### config.mk
export PLATFORM = sky130hd
export DESIGN_NAME = brh_bus_release_ctrl
export DESIGN_NICKNAME = d
export VERILOG_FILES = /design/src/rtl/brh_pkg.sv /design/src/rtl/brh_bus_release_ctrl.sv /design/src/rtl/brh_pin_sync.sv
export SDC_FILE = /design/constraint.sdc
export NUM_CORES = 1
export LEC_CHECK = 0
export ABC_AREA = 1
export BUFFER_PORTS_ARGS = -buffer_cell sky130_fd_sc_hd__buf_2
export CAP_MARGIN = 20
export CORE_MARGIN = 2
export CORE_UTILIZATION = 30
export CTS_BUF_LIST = sky130_fd_sc_hd__clkbuf_16
export CTS_CLUSTER_DIAMETER = 100
export DETAILED_ROUTE_END_ITERATION = 7
export PLACE_DENSITY = 0.63
export SKIP_LAST_GASP = 1
export SLEW_MARGIN = 20
export SYNTH_ARGS = -nofsm -noshare
export SYNTH_HDL_FRONTEND = slang
export SYNTH_SLANG_ARGS = --single-unit
### constraint.sdc
create_clock -name i_clk -period 1.35 [get_ports i_clk]
set_input_delay 0.2025 -clock i_clk [delete_from_list [all_inputs] [get_ports i_clk]]
set_output_delay 0.2025 -clock i_clk [all_outputs]
set_load 0.1 [all_outputs]
### src/rtl/brh_pkg.sv
// Notes on behaviour
// - data pins driven only while strobe high
// - data pins float during every read cycle
// - three-state control floats address, rw; valid-address low
// - three-state control forces bus-available low
// - interrupts and reset latched while halted
// - reset while halted gives restart bus state
// - finish instruction, bus-available after phase-two edge
// - halt sampled early in last cycle
// - bus-available rises 2 to 14 cycles later
// - one-cycle halt release steps one instruction
// - reset drives restart outputs promptly
// - halted device floats bus, valid-address low
`default_nettype none
package brh_pkg;
  localparam int CLK_PERIOD_NS = 10;
  localparam int HALT_WIN_NS = 100;
  // a window is a longest time, so the count rounds down
  localparam int HALT_WIN_CYC_I = HALT_WIN_NS / CLK_PERIOD_NS;
  localparam int WIN_W = 4;
  localparam logic [WIN_W-1:0] HALT_WIN_CYC = WIN_W'(HALT_WIN_CYC_I);
  localparam logic [15:0] RESTART_ADDR = 16'hfffe;
  localparam logic [15:0] ADDR_RST = 16'h0000;
  localparam logic [7:0] DATA_RST = 8'h00;
  localparam int PIN_N = 8;
  localparam int PIN_PHI1 = 0;
  localparam int PIN_PHI2 = 1;
  localparam int PIN_DDS = 2;
  localparam int PIN_THREE_STATE = 3;
  localparam int PIN_HALT_N = 4;
  localparam int PIN_RES_N = 5;
  localparam int PIN_IRQ_N = 6;
  localparam int PIN_NMI_N = 7;
  localparam logic [PIN_N-1:0] PIN_RST = 8'hf0;
  typedef enum logic [3:0] {
    ST_RUN = 4'h1,
    ST_STOP = 4'h2,
    ST_HALT = 4'h4,
    ST_RESET = 4'h8
  } brh_state_t;
endpackage
`default_nettype wire

### src/rtl/brh_bus_release_ctrl.sv
`default_nettype none
module brh_bus_release_ctrl import brh_pkg::*; (
  input wire logic i_clk,
  input wire logic i_rst_n,
  input wire logic i_phi1,
  input wire logic i_phi2,
  input wire logic i_data_drive_strobe,
  input wire logic i_three_state_control,
  input wire logic i_halt_n,
  input wire logic i_res_n,
  input wire logic i_irq_n,
  input wire logic i_nmi_n,
  input wire logic [15:0] i_core_addr,
  input wire logic i_core_rw,
  input wire logic i_core_valid_addr,
  input wire logic [7:0] i_core_wdata,
  input wire logic i_core_last_cycle,
  input wire logic i_core_irq_ack,
  input wire logic i_core_nmi_ack,
  input wire logic i_core_res_ack,
  output logic [15:0] o_addr,
  output logic o_addr_oe_n,
  output logic o_rw,
  output logic o_rw_oe_n,
  output logic [7:0] o_data,
  output logic o_data_oe_n,
  output logic o_valid_memory_address,
  output logic o_ba,
  output logic o_core_run,
  output logic o_core_irq_pend,
  output logic o_core_nmi_pend,
  output logic o_core_res_pend
);
  logic [PIN_N-1:0] pins_raw, pins;
  logic phi1_s, phi2_s, dds_s, three_state_s, halt_s, res_s, irq_s, nmi_s;

  assign pins_raw = {i_nmi_n, i_irq_n, i_res_n, i_halt_n,
                     i_three_state_control, i_data_drive_strobe,
                     i_phi2, i_phi1};

  brh_pin_sync #(.N(PIN_N), .INIT(PIN_RST)) u_sync (
    .i_clk(i_clk),
    .i_rst_n(i_rst_n),
    .i_d(pins_raw),
    .o_q(pins)
  );

  assign phi1_s = pins[PIN_PHI1];
  assign phi2_s = pins[PIN_PHI2];
  assign dds_s = pins[PIN_DDS];
  assign three_state_s = pins[PIN_THREE_STATE];
  assign halt_s = pins[PIN_HALT_N];
  assign res_s = pins[PIN_RES_N];
  assign irq_s = pins[PIN_IRQ_N];
  assign nmi_s = pins[PIN_NMI_N];

  // control state
  brh_state_t st, next_st;
  logic [WIN_W-1:0] win_cnt, next_win_cnt;
  logic halt_take, next_halt_take;
  logic prev_phi1, prev_phi2, prev_nmi;
  logic irq_pend, nmi_pend, res_pend;
  logic next_irq_pend, next_nmi_pend, next_res_pend;
  logic phi1_rise, phi2_rise, in_win;

  assign phi1_rise = phi1_s & ~prev_phi1;
  assign phi2_rise = phi2_s & ~prev_phi2;
  assign in_win = phi1_rise | (win_cnt < HALT_WIN_CYC);

  always_comb begin
    next_st = st;
    next_halt_take = halt_take;
    if (phi1_rise) begin
      next_win_cnt = '0;
    end else if (win_cnt != HALT_WIN_CYC) begin
      next_win_cnt = win_cnt + WIN_W'(1);
    end else begin
      next_win_cnt = win_cnt;
    end
    // requests are held until the core takes them; a new one wins
    next_irq_pend = ~irq_s | (irq_pend & ~i_core_irq_ack);
    next_nmi_pend = (prev_nmi & ~nmi_s) | (nmi_pend & ~i_core_nmi_ack);
    next_res_pend = ~res_s | (res_pend & ~i_core_res_ack);
    if (!res_s) begin
      // reset overrides a halt at once
      next_st = ST_RESET;
      next_halt_take = 1'b0;
    end else begin
      unique case (st)
        ST_RUN: begin
          if (phi1_rise && halt_take) begin
            // instruction ended at this phase-one edge
            next_st = ST_STOP;
            next_halt_take = 1'b0;
          end else if (in_win && i_core_last_cycle && !halt_s) begin
            // later sampling defers halting one instruction
            next_halt_take = 1'b1;
          end
        end
        ST_STOP: begin
          if (phi2_rise) begin
            next_st = ST_HALT;
          end
        end
        ST_HALT: begin
          // a one-cycle high pulse runs exactly one instruction
          if (phi1_rise && halt_s) begin
            next_st = ST_RUN;
          end
        end
        ST_RESET: begin
          next_st = ST_RUN;
        end
        default: begin
          next_st = ST_RESET;
        end
      endcase
    end
  end

  always_ff @(posedge i_clk) begin
    if (!i_rst_n) begin
      st <= ST_RESET;
      win_cnt <= HALT_WIN_CYC;
      halt_take <= 1'b0;
      prev_phi1 <= 1'b0;
      prev_phi2 <= 1'b0;
      prev_nmi <= 1'b1;
      irq_pend <= 1'b0;
      nmi_pend <= 1'b0;
      res_pend <= 1'b0;
    end else begin
      st <= next_st;
      win_cnt <= next_win_cnt;
      halt_take <= next_halt_take;
      prev_phi1 <= phi1_s;
      prev_phi2 <= phi2_s;
      prev_nmi <= nmi_s;
      irq_pend <= next_irq_pend;
      nmi_pend <= next_nmi_pend;
      res_pend <= next_res_pend;
    end
  end

  // pin outputs, registered from the next state
  logic [15:0] next_addr;
  logic [7:0] next_data;
  logic next_addr_oe_n, next_rw, next_rw_oe_n, next_data_oe_n;
  logic next_valid_addr, next_ba, next_core_run, bus_own, in_rst;

  always_comb begin
    in_rst = (next_st == ST_RESET);
    // three-state control releases address and rw in any state
    bus_own = (next_st != ST_HALT) && !three_state_s;
    next_addr = in_rst ? RESTART_ADDR : i_core_addr;
    next_addr_oe_n = !bus_own;
    next_rw = in_rst ? 1'b1 : i_core_rw;
    next_rw_oe_n = !bus_own;
    next_valid_addr = (next_st == ST_RUN) && !three_state_s &&
                      i_core_valid_addr;
    next_ba = (next_st == ST_HALT) && !three_state_s;
    // strobe gates the data drivers; a read never drives
    next_data_oe_n = !(dds_s && !next_rw &&
                       next_st == ST_RUN);
    next_data = i_core_wdata;
    next_core_run = (next_st == ST_RUN);
  end

  always_ff @(posedge i_clk) begin
    if (!i_rst_n) begin
      o_addr <= ADDR_RST;
      o_addr_oe_n <= 1'b1;
      o_rw <= 1'b1;
      o_rw_oe_n <= 1'b1;
      o_data <= DATA_RST;
      o_data_oe_n <= 1'b1;
      o_valid_memory_address <= 1'b0;
      o_ba <= 1'b0;
      o_core_run <= 1'b0;
    end else begin
      o_addr <= next_addr;
      o_addr_oe_n <= next_addr_oe_n;
      o_rw <= next_rw;
      o_rw_oe_n <= next_rw_oe_n;
      o_data <= next_data;
      o_data_oe_n <= next_data_oe_n;
      o_valid_memory_address <= next_valid_addr;
      o_ba <= next_ba;
      o_core_run <= next_core_run;
    end
  end

  assign o_core_irq_pend = irq_pend;
  assign o_core_nmi_pend = nmi_pend;
  assign o_core_res_pend = res_pend;
endmodule // brh_bus_release_ctrl
`default_nettype wire

### src/rtl/brh_pin_sync.sv
`default_nettype none
module brh_pin_sync import brh_pkg::*; #(
  parameter int N = PIN_N,
  parameter logic [N-1:0] INIT = '0
) (
  input wire logic i_clk,
  input wire logic i_rst_n,
  input wire logic [N-1:0] i_d,
  output logic [N-1:0] o_q
);
  logic [N-1:0] ff1, ff2, ff3, q;
  logic [N-1:0] next_q;

  // a level is accepted only once two settled stages agree
  always_comb begin
    next_q = q;
    for (int i = 0; i < N; i++) begin
      if (ff2[i] == ff3[i]) begin
        next_q[i] = ff2[i];
      end
    end
  end

  always_ff @(posedge i_clk) begin
    if (!i_rst_n) begin
      ff1 <= INIT;
      ff2 <= INIT;
      ff3 <= INIT;
      q <= INIT;
    end else begin
      ff1 <= i_d;
      ff2 <= ff1;
      ff3 <= ff2;
      q <= next_q;
    end
  end

  assign o_q = q;
endmodule // brh_pin_sync
`default_nettype wire

==> results of run 1 <==
-- worst min path at each step --
stage,startpoint,endpoint,slack [ps],cells after the start
after detailed placement,i_three_state_control,u_sync.ff1[3]$_SDFF_PN0_,390,3
after CTS,i_three_state_control,u_sync.ff1[3]$_SDFF_PN0_,40,3
after global placement,i_core_wdata[5],o_data[5]$_SDFF_PN0_,380,3
after global routing,i_core_wdata[2],o_data[2]$_SDFF_PN0_,50,3
after floorplan,i_core_wdata[0],o_data[0]$_SDFF_PN0_,300,2
final,i_phi2,u_sync.ff1[1]$_SDFF_PN0_,50,3
-- cell usage in the layout, fill, tap and decap left out --
cell	netlist	layout
nand3_1	14	14
o31ai_1	1	1
nor2_4	1	1
inv_6	0	1
or2_2	11	11
o21bai_1	1	1
clkinv_2	0	1
inv_2	2	2
a21oi_1	13	13
nor3_1	1	1
nand4_1	3	3
dfxtp_2	0	2
nand2_1	58	58
a311oi_1	1	1
dfxtp_1	77	75
or2_1	3	3
nand2_4	1	1
o32ai_1	1	1
clkinvlp_4	0	1
nand2_2	2	2
inv_1	75	75
buf_4	2	4
clkbuf_16	0	9
nor2_1	18	18
nor2_2	5	5
o21ai_0	9	9
bufinv_16	0	2
buf_12	1	3
clkinv_1	0	2
buf_2	6	73
nand3_2	9	9
-- tightest hold or removal path, cell delays in order --
cell,delay [ps]
buf_2,70
nand2_1,40
inv_1,40
-- cell families after synthesis --
family | synth area share [%]
buffers and inverters | 13.7
flip-flops | 57.7
AND/OR/NAND/NOR | 23.3
AO/OA/AOI/OAI | 5.33
-- routing by layer --
metal / share of wire (%) / vias up / wire, µm
li1: - / 1094 / -
met1: 46 / 876 / 2210
met2: 46 / 56 / 2210
met3: 6.6 / 10 / 318
met4: 1.5 / 0 / 72
met5: 0 / - / 0
-- power by group --
part | switching, mW | internal [mW]
Combinational | 0.811 | 0.242
Sequential | 0.0382 | 2.40
Clock | 0.895 | 1.61
Total | 1.75 | 4.25
-- stage by stage --
| stage | area [µm²] | cells | util (%) | hold slack, ps |
|---|---|---|---|---|
| finish | 3500 | 510 | 40.4 | 53.2 |
| global route | 3500 | 510 | 40.4 | 48.9 |
| CTS | 3470 | 507 | 40.0 | 36.1 |
| detailed placement | 3150 | 491 | 36.3 | 388 |
| global placement | 3150 | 491 | 36.3 | 384 |
| floorplan | 2680 | 318 | - | 300 |
-- layout make-up --
cell class                 count  area [µm²]
inverter                      77         289
timing repair buffer          80         455
tap                          108         135
fill                         875        5170
clock inverter                 7        88.8
clock buffer                   9         225
multi-input combinational    152         766
sequential                    77        1540
-- cells in the mapped netlist, drive strengths merged --
cell type / count / area [µm²]
nor3: 1 / 5.00
nor2: 24 / 110
dfxtp: 77 / 1540
a21oi: 13 / 65.1
a311oi: 1 / 8.76
nand4: 3 / 18.8
buf: 9 / 65.1
o21ai: 9 / 45.0
or2: 14 / 87.6
nand3: 23 / 160
o31ai: 1 / 7.51
o32ai: 1 / 8.76
inv: 77 / 289
nand2: 61 / 241
o21bai: 1 / 7.51
clkbuf: 3 / 12.5
-- registers in the layout (all words and copies together), names as in the netlist, 4 cells and up --
name / count
o_addr: 16
o_data: 8
u_sync.ff1: 8
u_sync.ff2: 8
u_sync.ff3: 8
u_sync.o_q: 8
st: 4
win_cnt: 4
-- what timing repair did --
action,CTS,global route
setup buffers,0,3
endpoints found under the hold margin,0,0
endpoints found under the setup margin,0,5
==> results.yml, run 1 <==
critical_path:
  path_depth: 1
  path_delay_family: "buffers and inverters"
  setup.worst_path.start_class: "register"
  crit_path_max_fanout: 2
  crit_end: "o_core_res_pend"
  critical_path_class: "register to output pin"
  crit_path_end_kind: "output pin"
  worst_r2r_endpoint: "o_addr[7]$_SDFF_PN0_"
  rr_startpoint: "st[3]$_SDFF_PN1_"
  crit_slowest_cell: "buf_2"
  crit_buf_inv: 1
  crit_start: "o_core_res_pend$_SDFF_PN0_"
  cp.required_ps: 1150
  slowest_delay_ps: 430
  crit_chain: "buf_2"
  reg2reg_slack_ps: 140
  rr_worst_depth: 9
  worstPathArrival_ps: 1080
floorplanning:
  die-area_um2: 9680
  coreArea_um2: 8680
  io_pins: 74
  die_height_um: 98.4
  fp.dieW_um: 98.4
  start_util_pct: 30.8
  rows: 34
global_route:
  grt_use_total_pct: 10.3
  top_usage_layer: "met2"
  grtUsageMet2_pct: 16.8
  grt_pass1_vias: 1836
  grt_first_pass_wirelength_um: 8010
  grt_max_degree: 50
  grt_remaining_overflow: 0
  grt_util_met3_pct: 3.94
  grt_antenna_before_repair: 0
  use_met1_pct: 12.1
routing:
  drtPass1Iterations: 4
  drt-total-wl_um: 4800
  wl_per_cell_um: 9.42
  vias: 2036
  viasPerCell: 3.99
  drc: 0
  drtIter0Drc: 53
  ant_nets: 0
layout:
  drive_gt1_share_pct: 31.6
  final_nets: 437
  diodes: 0
  syn2layout_area_growth_pct: 31.0
yosys:
  seq_area_frac_synth_pct: 57.7
  netlist_instances: 318
  yosysWarningCount: 0
  syn_nets: 358
  netlist_area_um2: 2670
  ys_ff_latch: 77
  netlist-cell-type-count: 26
  avgSynthCellArea_um2: 8.41
sta:
  worstMarginPinSlew_ps: 489
  period_share_pct: 95.2
  setup-violations-final: 0
  finalMaxSlewViolations: 0
  final.setup.tns_ps: 0
  skew_ps: 6.56
  fin_crit_ps: 1290
  setup_slack_ps: 64.7
  timing.slew.headroom_pct: 67.6
  hold_violations: 0
  rsz0062_at_grt: "false"
  max_freq_mhz: 778
placement:
  post-place-ws_ps: 47.2
  place_hpwl_um: 3300
  io_buffers: 73
  gp_congestion: 0.786
hold_path:
  hold_class: "input pin to register"
clock_network:
  cts-root-buf: "clkbuf_16"
  cts.sinks: 77
  cts_resized: 0
  clkLatencyLatePin_ps: 330
  cts_buffers: 9
  clk_path_buf_depth: 2
  tritoncts: "yes"
  htree_levels: 3
  path_clk_slew_ps: 60
  cts_hold_buf: 0
power:
  peakVddDrop_mv: 0.852
  cellPowerDensity_nw_per_um2: 1710
  total_power_mw: 5.99
  p_leak_nw: 1.91
flow_run:
  drv_cap: 0
run_status:
  status: "complete, no violations"
Note: power is estimated with default switching activity, not from simulation.
==> run 2: changes to the inputs <==
Settings changed: CTS_CLUSTER_SIZE set to 20.
Clock period 1.35 ns to 1.2 ns, I/O delays scaled along.
==> run 2 against run 1 <==
The flow now finishes with violations (negative setup slack). Sequential share of layout area decreased by 6.2 points. Sequential power grew 15%. Flip-flop and latch count unchanged. Setup slack worse by 65 ps. Count of clock-buffer cells in the layout did not move. Hold slack lost 22 ps. Non-clock buffer count rose by 2. Register-to-register slack worse by 140 ps. First-iteration DRC count increased by 45%. Power rose by 13%.
==> results.yml, run 2 (synthesis gave the netlist of run 1 again) <==
routing:
  drc: 0
  routedLengthMet1_um: 2110
  drtPass1Iterations: 4
  routed-wl-met3_um: 275
  wl_per_cell_um: 10.1
  ant_nets: 0
  drt-total-wl_um: 5190
  drtIter0Drc: 77
  viasPerCell: 4.16
  route.met2.wl_um: 2700
  vias: 2129
  top_layer: "met4"
sta:
  hold_violations: 0
  timing.slew.headroom_pct: 76.4
  skew_ps: 7.16
  setup_slack_ps: -0.368
  worstMarginPinSlew_ps: 354
  setup-violations-final: 1
  period_share_pct: 100
  max_freq_mhz: 833
  finalMaxSlewViolations: 0
  rsz0062_at_grt: "true"
  final.setup.tns_ps: -0.368
  fin_crit_ps: 1200
power:
  p_leak_nw: 2.09
  peakVddDrop_mv: 0.747
  total_power_mw: 6.75
  cellPowerDensity_nw_per_um2: 1650
global_route:
  grt_pass1_vias: 2071
  grt_antenna_before_repair: 0
  grt_remaining_overflow: 0
  grt_first_pass_wirelength_um: 8650
  grt_max_degree: 50
  grt_use_total_pct: 11.2
floorplanning:
  io_pins: 74
  coreArea_um2: 8680
  die-area_um2: 9680
  start_util_pct: 30.8
  die_height_um: 98.4
  rows: 34
  fp.dieW_um: 98.4
placement:
  place_hpwl_um: 3580
  gp_congestion: 0.767
  post-place-ws_ps: -49.9
  io_buffers: 73
  placed_cells: 492
critical_path:
  crit_path_max_fanout: 8
  setup.worst_path.start_class: "register"
  cp.required_ps: 1430
  critical_path_class: "register to register"
  rr_worst_depth: 9
  reg2reg_slack_ps: -0.4
  worstPathArrival_ps: 1430
  crit_path_end_kind: "register"
run_status:
  status: "finished, violations left"
  violations: "negative setup slack"
layout:
  final_cells: 512
  diodes: 0
  final_util_pct: 47.2
  layout_common_cells: "73 x inv_1, 70 x dfxtp_1, 54 x nand2_1"
  regMostFlops: "o_addr"
  fillers: 832
  drive_gt1_share_pct: 36.6
  syn2layout_area_growth_pct: 53.2
  final_common_cell: "inv_1"
  largest_register_ffs: 16
  final_nets: 439
clock_network:
  path_clk_slew_ps: 60
  clkLatencyLatePin_ps: 330
  tritoncts: "yes"
  clk_path_buf_depth: 2
  cts_buffers: 9
  cts_hold_buf: 0
  cts-root-buf: "clkbuf_16"
  cts.sinks: 77
  htree_levels: 3
hold_path:
  hold_class: "input pin to register"
  min_path_cells: 3
flow_run:
  drv_cap: 0
## run 2: changes by cell type in the layout (fill, tap and decap cells not counted), moves of 2 or more
cell,before,now
nand3_1,14,8
inv_2,2,5
dfxtp_1,75,70
nand2_1,58,54
bufinv_16,2,0
buf_2,73,39
dfxtp_2,2,7
nor2_2,5,1
nand2_2,2,4
nand2_4,1,3
nor2_4,1,6
nand3_2,9,15
buf_12,3,38
inv_1,75,73
## run 2: area by class of cell
cell class	instances	area (µm²)	area share (%)
sequential	77	1550	37.8
inverter	77	289	7.06
multi-input combinational	152	843	20.6
timing repair buffer	82	1010	24.7
clock buffer	9	225	5.50
tap	108	135	3.30
clock inverter	7	42.5	1.04
## run 2: metrics by stage
stage,area (µm²),hold WS (ps)
2_1_floorplan,2680,278
3_3_place_gp,3670,361
3_5_place_dp,3670,367
4_1_cts,3980,22.8
5_1_grt,4100,32.6
6_report,4100,31.6
## run 2: worst max-delay path, stage by stage (launching register included)
cell	delay, ps
dfxtp_1	320
inv_2	80
nand2_4	70
nor2_4	150
nor2_4	60
nand2_4	120
buf_12	140
nand3_1	60
nand2_1	60
inv_1	40
## run 2: what timing repair did
action,in CTS,in global routing
cloned,0,1
setup buffers,2,1
setup endpoints to repair,11,23
gates resized for setup,0,24
pin swaps,1,9
## run 2: path summary, 6_finish.rpt
| path | end | start |
|---|---|---|
| max | o_addr[5]$_SDFF_PN0_ | st[2]$_SDFF_PN0_ |
| min | o_data[3]$_SDFF_PN0_ | i_core_wdata[3] |
| max reg2reg | o_addr[5]$_SDFF_PN0_ | st[2]$_SDFF_PN0_ |
| min reg2reg | u_sync.ff2[3]$_SDFF_PN0_ | u_sync.ff1[3]$_SDFF_PN0_ |
## run 2: power breakdown
group	switching (mW)	internal [mW]	leakage [nW]
combinational	0.965	0.601	1.31
clock	0.997	1.39	0.134
sequential	0.0983	2.70	0.637
## run 2: routing by layer
layer / vias up / track usage, %
met2: 54 / 19.9
met1: 954 / 11.9
met5: - / 0
met4: 0 / 5.90
met3: 12 / 3.15
li1: 1109 / -
==> run 3: changes to the inputs <==
Settings changed: CORE_UTILIZATION 30 to 51, PLACE_DENSITY 0.63 to 0.9.
==> run 3 against run 2 <==
Clock power decreased by 5%. Global-route usage grew 9.6 points. Routed wire length rose by 21%. Via count up 7.6%. Core utilization up 32 points. Critical path depth unchanged. Die area is 40% lower. Critical endpoint is now o_addr[10]$_SDFF_PN0_. The flow still finishes with violations (negative setup slack). Sequential share of layout area rose by 0.90 points. Design area down 2.2%.
==> results.yml, run 3 (synthesis gave the netlist of run 1 again) <==
run_status:
  status: "finished, violations left"
  violations: "negative setup slack"
sta:
  skew_ps: 6.16
  final.setup.tns_ps: -875
  hold_violations: 0
  setup_slack_ps: -89.5
  max_freq_mhz: 775
  timing.slew.headroom_pct: 79.5
  setup-violations-final: 17
  worstMarginPinSlew_ps: 306
  rsz0062_at_grt: "true"
  finalMaxSlewViolations: 0
  fin_hold_ws_ps: 34.9
  period_share_pct: 107
  fin_crit_ps: 1290
global_route:
  grt_first_pass_wirelength_um: 9530
  top_usage_layer: "met2"
  grtUsageMet2_pct: 35.0
  grt_pass1_vias: 2184
  grt_max_degree: 50
  grt_util_met3_pct: 4.98
  grt_remaining_overflow: 0
  grt_antenna_before_repair: 0
  grt_use_total_pct: 20.8
  use_met1_pct: 22.5
routing:
  vias: 2291
  viasPerCell: 4.83
  drt-total-wl_um: 6290
  wl_per_cell_um: 13.3
  drc: 0
  drtPass1Iterations: 5
  ant_nets: 0
  drtIter0Drc: 207
critical_path:
  crit_path_max_fanout: 6
  worst_r2r_endpoint: "o_addr[10]$_SDFF_PN0_"
  slowest_delay_ps: 360
  rr_startpoint: "st[3]$_SDFF_PN1_"
  rr_worst_depth: 9
  setup.worst_path.start_class: "register"
  crit_slowest_cell: "dfxtp_4"
  cp.required_ps: 1420
  critical_path_class: "register to register"
  crit_chain: "inv_4, nand2_4, nor2_4, nor2_4, nand2_4, buf_12, nand3_2, nand2_1, inv_1"
  worstPathArrival_ps: 1510
  crit_start: "st[3]$_SDFF_PN1_"
  crit_path_end_kind: "register"
  reg2reg_slack_ps: -90
  crit_end: "o_addr[10]$_SDFF_PN0_"
floorplanning:
  rows: 26
  die-area_um2: 5840
  start_util_pct: 52.7
  coreArea_um2: 5070
  die_height_um: 76.4
  fp.dieW_um: 76.4
  io_pins: 74
layout:
  seq_area_um2: 1550
  final_common_cell: "inv_1"
  fillers: 313
  regMostFlops: "o_addr"
  final_nets: 441
  diodes: 0
  fin_area_um2: 4010
  largest_register_ffs: 16
  drive_gt1_share_pct: 35.6
  syn2layout_area_growth_pct: 49.9
  final_cells: 474
  multi_input_area_um2: 835
  layout_common_cells: "74 x inv_1, 70 x dfxtp_1, 55 x nand2_1"
placement:
  placed_area_um2: 3590
  place_hpwl_um: 3770
  io_buffers: 73
  gp_congestion: 0.743
  placed_cells: 453
clock_network:
  cts.sinks: 77
  cts_buffers: 9
  path_clk_slew_ps: 60
  cts-root-buf: "clkbuf_16"
  cts_hold_buf: 0
  tritoncts: "yes"
  htree_levels: 3
  clkLatencyLatePin_ps: 330
  clk_path_buf_depth: 2
power:
  peakVddDrop_mv: 1.15
  cellPowerDensity_nw_per_um2: 1660
  p_leak_nw: 2.07
  total_power_mw: 6.66
flow_run:
  drv_cap: 0
hold_path:
  hold_class: "input pin to register"
==> run 3: power breakdown <==
| group | internal, mW | total [mW] | switching, mW | leakage [nW] |
|---|---|---|---|---|
| combinational | 0.585 | 1.58 | 0.998 | 1.31 |
| sequential | 2.70 | 2.81 | 0.103 | 0.637 |
| clock | 1.34 | 2.27 | 0.930 | 0.127 |
| total | 4.63 | 6.66 | 2.03 | 2.07 |
==> run 3: area by class of cell <==
type	count	share of cell area [%]
sequential	77	38.7
timing repair buffer	84	24.8
multi-input combinational	152	20.8
inverter	77	7.34
clock buffer	9	5.62
tap	70	2.19
clock inverter	5	0.531
==> run 3: routing by layer <==
| layer | share of wire, % | vias to the layer above |
|---|---|---|
| li1 | - | 1097 |
| met1 | 36 | 1063 |
| met2 | 53 | 101 |
| met3 | 5.9 | 30 |
| met4 | 4.7 | 0 |
| met5 | 0 | - |
==> run 3: worst min path at each step <==
stage | startpoint | endpoint | slack (ps) | cells after the start
floorplan | i_core_wdata[0] | o_data[0]$_SDFF_PN0_ | 280 | 2
global placement | i_three_state_control | u_sync.ff1[3]$_SDFF_PN0_ | 360 | 3
detailed placement | i_res_n | u_sync.ff1[5]$_SDFF_PN1_ | 370 | 2
CTS | i_res_n | u_sync.ff1[5]$_SDFF_PN1_ | 40 | 2
global route | i_irq_n | u_sync.ff1[6]$_SDFF_PN1_ | 40 | 2
finish | i_nmi_n | u_sync.ff1[7]$_SDFF_PN1_ | 30 | 2
==> run 3: timing repair <==
action / CTS / global route
resized for setup: 10 / 17
gates cloned: 0 / 1
endpoints found under the setup margin: 23 / 22
pin swaps: 5 / 8
buffers inserted: 5 / 1
==> run 3: through the flow <==
step | setup slack (ps) | utilization, %
2_1_floorplan | -1.76 | -
3_3_place_gp | 65.5 | 70.7
3_5_place_dp | -62.8 | 70.7
4_1_cts | -5.13 | 77.2
5_1_grt | -134 | 79.0
6_report | -89.5 | 79.0
==> run 3: critical path: cells and delay by family (launching register included) <==
family                 cells  cell delay (ps)
DFF                        1              360
buffers and inverters      3              270
and+or+nand+nor            6              540
